**config.mk**
```make
export PLATFORM = sky130hd
export DESIGN_NAME = lfc_pause_ctrl
export DESIGN_NICKNAME = d
export VERILOG_FILES = /design/src/hdl/lfc_pkg.sv /design/src/hdl/lfc_pause_ctrl.sv
export SDC_FILE = /design/constraint.sdc
export NUM_CORES = 1
export LEC_CHECK = 0
export ABC_CLOCK_PERIOD_IN_PS = 3500
export CAP_MARGIN = 40
export CELL_PAD_IN_SITES_DETAIL_PLACEMENT = 0
export CELL_PAD_IN_SITES_GLOBAL_PLACEMENT = 1
export CORE_MARGIN = 3
export CORE_UTILIZATION = 52
export DETAILED_ROUTE_END_ITERATION = 8
export DONT_BUFFER_PORTS = 1
export GPL_TIMING_DRIVEN = 0
export PLACE_DENSITY_LB_ADDON = 0.25
export SLEW_MARGIN = 40
export SYNTH_ARGS = -nofsm -noshare
export SYNTH_HDL_FRONTEND = slang
export SYNTH_SLANG_ARGS = --single-unit
export TNS_END_PERCENT = 5
```
**constraint.sdc**
```tcl
create_clock -name I_CLK_SYS -period 3.5 [get_ports I_CLK_SYS]
set_input_delay 0.525 -clock I_CLK_SYS [delete_from_list [all_inputs] [get_ports I_CLK_SYS]]
set_output_delay 0.525 -clock I_CLK_SYS [all_outputs]
set_load 0.01 [all_outputs]
```
**src/hdl/lfc_pkg.sv**
```systemverilog
package lfc_pkg;
  // register byte offsets
  localparam logic [7:0] OFS_CTRL = 8'h00;
  localparam logic [7:0] OFS_THR_MAIN = 8'h04;
  localparam logic [7:0] OFS_THR_BKP = 8'h08;
  localparam logic [7:0] OFS_STATE = 8'h0c;
  localparam logic [7:0] OFS_IRQ_STAT = 8'h10;
  localparam logic [7:0] OFS_IRQ_MASK = 8'h14;
  // field positions
  localparam int CTRL_FC_ON_BIT = 0;
  localparam int ST_HALT_BIT = 0;
  localparam int ST_REG_BRK_BIT = 1;
  localparam int ST_PRI_BRK_BIT = 2;
  localparam int ST_BKP_BRK_BIT = 3;
  localparam int ST_TIMER_LSB = 16;
  localparam int IRQ_PAUSE_SENT = 0;
  localparam int IRQ_BKP_SENT = 1;
  localparam int IRQ_PAUSE_RCVD = 2;
  localparam int IRQ_OVFL = 3;
  localparam int IRQ_W = 4;
  // reset values
  localparam logic CTRL_FC_ON_RST = 1'b1;
  localparam int THR_MAIN_RST = 'hc0;
  localparam int THR_BKP_RST = 'he0;
  localparam logic [IRQ_W-1:0] IRQ_MASK_RST = 4'h0;
  // timing
  localparam int PAUSE_UNIT_CYC = 2;
  localparam int PAUSE_UNITS_MIN = 1;
  localparam int PAUSE_UNITS_DEF = 255;
  localparam int RENEW_LEAD_DEF = 8;
  localparam int TIMER_W = 16;
  typedef enum {TRIG_REG, TRIG_PRI, TRIG_BOTH} lfc_trig_t;
  typedef struct packed {
    logic hsel;
    logic [31:0] haddr;
    logic [1:0] htrans;
    logic hwrite;
    logic [2:0] hsize;
    logic [31:0] hwdata;
    logic hready;
  } lfc_ahb_req_t;
endpackage

```
**src/hdl/lfc_pause_ctrl.sv**
```systemverilog
// Overview of operation
// RULE1: enabled trigger port fill crossing threshold sends a pause instruction.
// RULE2: received pause halts transmit for configured duration, then resumes.
// RULE3: breach near pause expiry sends renewal early, leaving no gap.
// RULE4: pause halts regular and priority transmit ports alike.
// RULE5: without flow control, any receive overflow raises link error and restart.
// RULE6: backup option adds a second, higher threshold; absent by default.
// RULE7: crossing the backup threshold sends a second pause instruction; none is sent when main_send fires in the same cycle.
// RULE8: flow control is a build option, absent by default.
// RULE9: regular-port mode triggers on regular fifo only; forced if no priority port.
// RULE10: priority-port mode triggers on priority fifo only; forced if no regular.
// RULE11: both-ports mode triggers on either fifo; default when both built.
// RULE12: pause counted in two-cycle units, 1 to 255, default 255.
// RULE13: breached while fill at or above threshold, cleared below it.
//
// Decided for this implementation: the AHB-Lite interface to the registers and the register addresses.
module lfc_pause_ctrl #(
  parameter bit FC_EN = 1'b0,
  parameter bit BACKUP_EN = 1'b0,
  parameter bit REG_PORT_EN = 1'b1,
  parameter bit PRI_PORT_EN = 1'b1,
  parameter lfc_pkg::lfc_trig_t TRIG_MODE = lfc_pkg::TRIG_BOTH,
  parameter int PAUSE_UNITS = lfc_pkg::PAUSE_UNITS_DEF,
  parameter int RENEW_LEAD = lfc_pkg::RENEW_LEAD_DEF,
  parameter int LEVEL_W = 8
) (
  input wire logic I_CLK_SYS,
  input wire logic I_RST_B,
  input wire lfc_pkg::lfc_ahb_req_t I_AHB,
  output logic [31:0] O_HRDATA,
  output logic O_HREADYOUT,
  output logic O_HRESP,
  input wire logic [LEVEL_W-1:0] I_REG_FILL,
  input wire logic [LEVEL_W-1:0] I_PRI_FILL,
  input wire logic I_REG_OVFL,
  input wire logic I_PRI_OVFL,
  input wire logic I_PAUSE_RCVD,
  output logic O_PAUSE_REQ,
  output logic O_REG_TX_HALT,
  output logic O_PRI_TX_HALT,
  output logic O_LINK_RESTART,
  output logic O_IRQ
);
  import lfc_pkg::*;

  // ****************************************
  // build-time settings
  // ****************************************
  localparam lfc_trig_t EFF_MODE = !PRI_PORT_EN ? TRIG_REG :
    (!REG_PORT_EN ? TRIG_PRI : TRIG_BOTH == TRIG_MODE ? TRIG_BOTH : TRIG_MODE);
  localparam int PAUSE_CYC = PAUSE_UNITS * PAUSE_UNIT_CYC;
  localparam int LEAD_CYC = RENEW_LEAD < PAUSE_CYC ? RENEW_LEAD : PAUSE_CYC - 1;
  localparam logic [TIMER_W-1:0] PAUSE_CYC_T = TIMER_W'(PAUSE_CYC);
  localparam logic [TIMER_W-1:0] LEAD_CYC_T = TIMER_W'(LEAD_CYC);
  localparam logic [7:0] PAUSE_UNITS_T = 8'(PAUSE_UNITS);

  // ****************************************
  // bus slave
  // ****************************************
  logic acc;
  logic wr_q;
  logic [7:0] addr_q;
  logic [31:0] rd_data;
  logic ctrl_fc_on;
  logic [LEVEL_W-1:0] thr_main;
  logic [LEVEL_W-1:0] thr_bkp;
  logic [IRQ_W-1:0] irq_stat;
  logic [IRQ_W-1:0] irq_mask;
  logic [IRQ_W-1:0] ev;
  logic rd_clr;
  logic [TIMER_W-1:0] rx_timer;
  logic [7:0] tx_units;
  logic tx_div;
  logic reg_brk;
  logic pri_brk;
  logic bkp_brk;
  logic bkp_q;
  logic trig;
  logic fc_on;
  logic main_send;
  logic bkp_send;
  logic halt;

  assign acc = I_AHB.hsel && I_AHB.htrans[1] && I_AHB.hready;
  assign rd_clr = acc && !I_AHB.hwrite && I_AHB.haddr[7:0] == OFS_IRQ_STAT;
  assign O_HREADYOUT = 1'b1;
  assign O_HRESP = 1'b0;

  always_ff @(posedge I_CLK_SYS or negedge I_RST_B)
  begin
    if (!I_RST_B)
    begin
      wr_q <= 1'b0;
      addr_q <= 8'h00;
    end
    else
    begin
      wr_q <= acc && I_AHB.hwrite;
      addr_q <= I_AHB.haddr[7:0];
    end
  end

  always_comb
  begin
    rd_data = 32'h0;
    if (I_AHB.haddr[31:8] == 24'h0)
    begin
      unique case (I_AHB.haddr[7:0])
        OFS_CTRL: rd_data[CTRL_FC_ON_BIT] = ctrl_fc_on;
        OFS_THR_MAIN: rd_data[LEVEL_W-1:0] = thr_main;
        OFS_THR_BKP: rd_data[LEVEL_W-1:0] = thr_bkp;
        OFS_STATE:
        begin
          rd_data[ST_HALT_BIT] = halt;
          rd_data[ST_REG_BRK_BIT] = reg_brk;
          rd_data[ST_PRI_BRK_BIT] = pri_brk;
          rd_data[ST_BKP_BRK_BIT] = bkp_brk;
          rd_data[ST_TIMER_LSB +: TIMER_W] = rx_timer;
        end
        OFS_IRQ_STAT: rd_data[IRQ_W-1:0] = irq_stat;
        OFS_IRQ_MASK: rd_data[IRQ_W-1:0] = irq_mask;
        default: rd_data = 32'h0;
      endcase
    end
  end

  always_ff @(posedge I_CLK_SYS or negedge I_RST_B)
  begin
    if (!I_RST_B)
      O_HRDATA <= 32'h0;
    else if (acc && !I_AHB.hwrite)
      O_HRDATA <= rd_data;
  end

  // writes to unmapped offsets are dropped; haddr[31:8] is not decoded for writes
  always_ff @(posedge I_CLK_SYS or negedge I_RST_B)
  begin
    if (!I_RST_B)
    begin
      ctrl_fc_on <= CTRL_FC_ON_RST;
      thr_main <= LEVEL_W'(THR_MAIN_RST);
      thr_bkp <= LEVEL_W'(THR_BKP_RST);
      irq_mask <= IRQ_MASK_RST;
    end
    else if (wr_q)
    begin
      unique case (addr_q)
        OFS_CTRL: ctrl_fc_on <= I_AHB.hwdata[CTRL_FC_ON_BIT];
        OFS_THR_MAIN: thr_main <= I_AHB.hwdata[LEVEL_W-1:0];
        OFS_THR_BKP: thr_bkp <= I_AHB.hwdata[LEVEL_W-1:0];
        OFS_IRQ_MASK: irq_mask <= I_AHB.hwdata[IRQ_W-1:0];
        default: ;
      endcase
    end
  end

  // ****************************************
  // interrupts
  // ****************************************
  assign ev[IRQ_PAUSE_SENT] = main_send;
  assign ev[IRQ_BKP_SENT] = bkp_send;
  assign ev[IRQ_PAUSE_RCVD] = FC_EN && I_PAUSE_RCVD;
  assign ev[IRQ_OVFL] = I_REG_OVFL || I_PRI_OVFL;

  // new events win over a clearing read
  always_ff @(posedge I_CLK_SYS or negedge I_RST_B)
  begin
    if (!I_RST_B)
      irq_stat <= '0;
    else
      irq_stat <= (rd_clr ? '0 : irq_stat) | ev;
  end

  assign O_IRQ = |(irq_stat & irq_mask);

  // ****************************************
  // receive side: breach and pause send
  // ****************************************
  assign fc_on = FC_EN && ctrl_fc_on; // RULE8
  assign reg_brk = REG_PORT_EN && EFF_MODE != TRIG_PRI && I_REG_FILL >= thr_main; // RULE9 RULE13
  assign pri_brk = PRI_PORT_EN && EFF_MODE != TRIG_REG && I_PRI_FILL >= thr_main; // RULE10 RULE13
  assign trig = fc_on && (reg_brk || pri_brk); // RULE11
  assign bkp_brk = fc_on && BACKUP_EN && ((EFF_MODE != TRIG_PRI && I_REG_FILL >= thr_bkp) ||
    (EFF_MODE != TRIG_REG && I_PRI_FILL >= thr_bkp)); // RULE6
  assign main_send = trig && rx_timer <= LEAD_CYC_T; // RULE1 RULE3
  assign bkp_send = bkp_brk && !bkp_q && !main_send; // RULE7

  always_ff @(posedge I_CLK_SYS or negedge I_RST_B)
  begin
    if (!I_RST_B)
      bkp_q <= 1'b0;
    else
      bkp_q <= bkp_brk;
  end

  // shadow of the far pause, renewed before it runs out
  always_ff @(posedge I_CLK_SYS or negedge I_RST_B)
  begin
    if (!I_RST_B)
      rx_timer <= '0;
    else if (main_send || bkp_send)
      rx_timer <= PAUSE_CYC_T; // RULE3
    else if (rx_timer != '0)
      rx_timer <= rx_timer - TIMER_W'(1);
  end

  always_ff @(posedge I_CLK_SYS or negedge I_RST_B)
  begin
    if (!I_RST_B)
      O_PAUSE_REQ <= 1'b0;
    else
      O_PAUSE_REQ <= main_send || bkp_send; // RULE1 RULE7
  end

  // ****************************************
  // transmit side: pause timer
  // ****************************************
  always_ff @(posedge I_CLK_SYS or negedge I_RST_B)
  begin
    if (!I_RST_B)
    begin
      tx_units <= 8'h00;
      tx_div <= 1'b0;
    end
    else if (FC_EN && I_PAUSE_RCVD)
    begin
      tx_units <= PAUSE_UNITS_T; // RULE2 RULE12
      tx_div <= 1'b0;
    end
    else if (tx_units != 8'h00)
    begin
      tx_div <= !tx_div;
      if (tx_div)
        tx_units <= tx_units - 8'h01; // RULE12
    end
  end

  assign halt = tx_units != 8'h00; // RULE2
  assign O_REG_TX_HALT = halt; // RULE4
  assign O_PRI_TX_HALT = halt; // RULE4

  always_ff @(posedge I_CLK_SYS or negedge I_RST_B)
  begin
    if (!I_RST_B)
      O_LINK_RESTART <= 1'b0;
    else
      O_LINK_RESTART <= !FC_EN && (I_REG_OVFL || I_PRI_OVFL); // RULE5
  end

  // ****************************************
  // checks
  // ****************************************
  logic [TIMER_W-1:0] since_rcv;

  always_ff @(posedge I_CLK_SYS or negedge I_RST_B)
  begin
    if (!I_RST_B)
      since_rcv <= '0;
    else if (FC_EN && I_PAUSE_RCVD)
      since_rcv <= 16'h0001;
    else if (since_rcv != 16'hffff)
      since_rcv <= since_rcv + 16'h0001;
  end
endmodule

```
* Word level (Yosys, flattened, before mapping)
Cells that the tools add are included.
** Storage, ports and cells
- Flip-flop bits (word level) :: 92
- Input port bits :: 93
- Output and inout port bits :: 39
- Word-level logic and storage cells :: 51
** Cells by class
- Add/subtract/negate cells :: 2
- Magnitude comparators :: 2
- Bitwise gates (word level) :: 2
- Reduce and logical (&&, ||, !) cells :: 19
- Muxes and demuxes :: 6
- Equal/unequal tests :: 8
** Operator list (count)
- $mux W32 :: 1
- $eq A8 B4 Y1 const B :: 3
- $eq A8 B5 Y1 const B :: 3
- $logic_not A24 Y1 :: 1
- $eq A8 B3 Y1 const B :: 2
- $ge A8 B8 Y1 :: 2
- $logic_not A8 Y1 :: 2
- $mux W16 :: 1
- $reduce_bool A16 Y1 :: 1
- $sub A16 B1 Y16 const B :: 1
- $pmux W3 S5 :: 1
- $reduce_and A2 Y1 :: 5
- $pmux W4 S2 :: 1
- $reduce_bool A8 Y1 :: 1
- $sub A8 B1 Y8 const B :: 1
- $pmux W1 S6 :: 1
- $logic_and A1 B1 Y1 :: 5
- $and A4 B4 Y4 :: 1
- $mux W4 :: 1
- $or A4 B4 Y4 :: 1
- $reduce_or A4 Y1 :: 1
- $logic_not A1 Y1 :: 2
- $logic_or A1 B1 Y1 :: 1

* Depth between registers and ports, before layout
- Depth in word-level cells :: 6
- Mapped depth :: 8
- Depth with buffers taken out :: 7

* Worst setup path before layout
No wires, ideal clock.
- Path kind :: input port to flip-flop
- Start point :: input port I_AHB[51] in the netlist's numbering
- End point :: register O_HRDATA[21]
- Cell stages on the path :: 5
- Path slack :: 1248 ps
- Buffers on the path :: 1
- Data arrival time :: 2188 ps
- Setup time :: 64 ps
- Required time :: 3436 ps
- Cells stage by stage :: or4_4 or4_4 nor4_4 buf_6 a22o_2
** Between the ends
- Longest elaborated chain between the ends :: 2
** Ends and longest elaborated chain
- start: declaration :: line lfc_pause_ctrl.sv:29 : input wire lfc_pkg::lfc_ahb_req_t I_AHB,
- $logic_not A24 Y1 :: line lfc_pause_ctrl.sv:106 : if (I_AHB.haddr[31:8] == 24'h0)
- $mux W32 :: line lfc_pause_ctrl.sv:106
- end signal: assignment :: line lfc_pause_ctrl.sv:132 : O_HRDATA <= rd_data;
- end: declaration :: line lfc_pause_ctrl.sv:30 : output logic [31:0] O_HRDATA,
No other way between the ends.
A chain may end at the register's enable or synchronous reset.

* Worst setup path after layout
- Start point :: register tx_units[0]
- End point :: output port O_REG_TX_HALT
** Between the ends
- Longest elaborated chain between the ends :: 1
** Ends and longest elaborated chain
- start: declaration :: line lfc_pause_ctrl.sv:72 : logic [7:0] tx_units;
- start signal: assignment :: line lfc_pause_ctrl.sv:234 : tx_units <= tx_units - 8'h01;
- $reduce_bool A8 Y1 :: line lfc_pause_ctrl.sv:238 : assign halt = tx_units != 8'h00;
- end: declaration :: line lfc_pause_ctrl.sv:39 : output logic O_REG_TX_HALT,
No other way between the ends.

==> metrics.md <==
| Metric | Value |
|---|---|
| Status | `complete, no violations` |
| Post-Synthesis Cells | `345` |
| Post-Layout Cell Count | `469` |
| Slew margin rel. | `0.612` |
| Setup Slack @ Placement | `0.933 ns` |
| Via/cell ratio | `5.61` |
| GRT Residual Overflow | `0` |
| Placed instance count | `450` |
| Cell area after synthesis | `3910 um2` |
| Starting Density | `0.554` |
| Global Route Usage Sum | `0.200` |
| Syn Area/Cell | `11.3 um2` |
| IO Pins | `132` |
| DIE WIDTH | `approximately 93 um` |
| Fillcell total | `610` |
| Register area share after synthesis | `0.520` |
| Crit path max fanout | `5` |
| R2R cell count | `7` |
| PnR worst setup slack | `1.09 ns` |
| Final critical-path required period | `2.41 ns` |
| Leakage | `2.00 nW` |
| Final WL | `a little over 8000 um` |
| Layout Nets | `480` |
| Initial antenna violation count | `0` |
| Netlist cell types | `46` |
| Cell area after layout | `4360 um2` |
| Via count | `between 2,000 and 3,000` |
| Clock skew | `~0.014 ns` |
| CTS Buffer Depth | `2` |
| First-pass DRT Iterations | `4` |
| First-pass GRT wire length | `13,200 um` |
| Post-DP Area | `4070 um2` |
| Antenna violation net count after detailed routing | `0` |
| Maximum VDD drop | `between 0.2 and 0.3 mV` |
| Pin count of the biggest net entering global routing | `76` |
| Die extent in y | `92.7 um` |
| Share of layout cells above drive strength 1 | `0.204` |
| Clock Pin Slew Worst Setup and Hold Paths | `approximately 0.09 ns` |
| CTS resizes | `0` |
| Root buffer cell | `clkbuf_8` |
| FF+latch count, synth | `81` |
| DRC violations left | `0` |
| Number of synthesized flops with an enable pin | `0` |
| Crit end category | `output pin` |
| Setup violations, final | `0` |
| Critical path data required time | `2.97 ns` |
| Hold Crit Class | `in2async` |
| Die area | `8600 um2` |
| TritonCTS Buffers | `9` |
| Reg2reg start | `rx_timer[0]` |
| Setup TNS | `0 ns` |
| Top cells by area, synth | `dfrtp_1 48%, mux2_2 6.3%, ha_1 6.1%` |
| DR iter-0 viols | `83` |
| Crit path to | `O_REG_TX_HALT` |
| Global placer's final weighted congestion | `between 0.7 and 0.8` |
| TritonCTS clock tree | `yes` |
| WS Path Type | `reg2out` |
| WL per Instance | `around 17 um` |
| Critical Path AT | `1.88 ns` |
| Top cells by count, synth | `75 x dfrtp_1, 24 x nand2_1, 22 x mux2_2` |
| Critical R2R Capture | `rx_timer[10]` |
| Post-synth top flop | `dfrtp_1` |
| Crit share post-route | `0.688` |
| Vias in the first global route | `2,729` |
| CTS Sinks | `81` |
| # diodes | `0` |
| Final hold vios | `0` |
| PwrDens | `430 nW/um2` |
| Slew Limit Fails | `0` |
| Top cell type by total area after synthesis | `dfrtp_1` |
| Crit path from | `tx_units[0]` |
| H-tree lvl count | `3` |
| Dpl hpwl | `5950 um` |
| YS warnings | `0` |
| Most frequent cell after synthesis | `dfrtp_1` |
| Startpoint types | `flip-flop` |
| Max_cap viols | `0` |
| Worst skew pair latency | `0.35 ns` |
| Core area | `7060 um2` |
| Synth-to-layout area growth | `11.4%` |
| Worst-Margin Slew | `0.577 ns` |
| Port Buf Inserts | `0` |
| RSZ-0062 raised after global routing | `no` |
| Top-area cell type share of the netlist area | `0.480` |
| F_max | `415 MHz` |
| Reg-to-reg slack, setup | `1.16 ns` |
| Async SR Flop Fraction | `1.00` |
| Row cnt | `30` |
## worst max-delay path, cell delays in order, from the launching register on
cell	delay (ns)
dfrtp_1	0.39
inv_1	0.12
ha_1	0.16
nor4b_1	0.35
nand2_1	0.28
buf_4	0.24
## cells by family after synthesis
| kind of cell | count (synthesis) | synth area share |
|---|---|---|
| adders and majority gates | 19 | 0.0608 |
| buffers and inverters | 32 | 0.0441 |
| AOI/OAI and AO/OA | 56 | 0.104 |
| other | 2 | 0.00192 |
| muxes | 24 | 0.0684 |
| xor gates and xnor gates | 16 | 0.0358 |
| DFF | 81 | 0.520 |
| and+or+nand+nor | 115 | 0.165 |
## routing by layer
layer	vias to the layer above	track usage	routed length, um
met5	-	0	0
met4	0	0.0586	59
met3	5	0.0723	592
met2	76	0.341	4090
met1	1289	0.237	3370
li1	1263	-	-
## state kept, by name, summed over array words and instances, names as in the netlist, 4 cells and up
register,flops
rx_timer,16
tx_units,8
thr_bkp,8
irq_mask,4
addr_q,8
O_HRDATA,24
thr_main,8
## through the flow
| stage | hold WS [ns] | total power, mW | utilization |
|---|---|---|---|
| floorplan | 0.229 | 1.04 | - |
| global placement | 0.232 | 1.05 | 0.576 |
| detailed placement | 0.231 | 1.05 | 0.576 |
| CTS | 0.000782 | 1.89 | 0.616 |
| global route | 0.0633 | 1.95 | 0.618 |
| finish | 0.0679 | 1.87 | 0.618 |
## repair_timing
item,CTS,global route
hold buffers,2,1
setup buffers,0,0
hold endpoints to repair,75,3
## power breakdown
group,internal (mW),switching (mW)
Combinational,0.0412,0.0555
Clock,0.493,0.327
Sequential,0.951,0.00679
## layout make-up
type	count	area, um2	area share
Buffer	19	124	0.0284
Clock buffer	11	141	0.0324
Clock inverter	5	103	0.0235
Inverter	13	48.8	0.0112
Multi-Input combinational cell	241	1740	0.399
Sequential cell	81	2030	0.467
Tap cell	96	120	0.0276
Timing Repair Buffer	3	47.5	0.0109
## layout by cell type, fill, tap and decap left out, drive strengths merged, types with 2 or more instances in the layout
cell / synthesis / final
a211oi: 2 / 2
a21o: 3 / 3
a21oi: 7 / 7
a22o: 17 / 17
a22oi: 7 / 7
and2: 2 / 2
buf: 13 / 14
bufinv: 0 / 3
clkbuf: 6 / 17
conb: 2 / 11
dfrtp: 75 / 75
dfstp: 6 / 6
dlygate4sd3: 0 / 2
ha: 19 / 19
inv: 13 / 13
mux2: 22 / 22
mux2i: 2 / 2
nand2: 24 / 24
nand2b: 8 / 8
nand3: 14 / 14
nand4: 6 / 6
nand4b: 2 / 2
nor2: 19 / 19
nor2b: 4 / 4
nor3: 12 / 12
nor4: 9 / 9
nor4b: 2 / 2
o21ai: 14 / 14
o22a: 2 / 2
o31ai: 2 / 2
o41ai: 2 / 2
or3: 2 / 2
or4: 5 / 5
or4b: 2 / 2
xnor2: 10 / 10
xor2: 6 / 6
## how the worst min path moves through the flow
stage	startpoint	endpoint	slack, ns	cells after the start
floorplan	I_RST_B	O_HRDATA[0]	0.23	0
global placement	I_RST_B	tx_units[1]	0.23	0
detailed placement	I_RST_B	tx_div	0.23	0
CTS	I_RST_B	ctrl_fc_on	0.0008	0
global route	I_RST_B	O_HRDATA[22]	0.06	1
finish	I_RST_B	rx_timer[5]	0.07	1
Note: power is estimated with default switching activity, not from simulation.
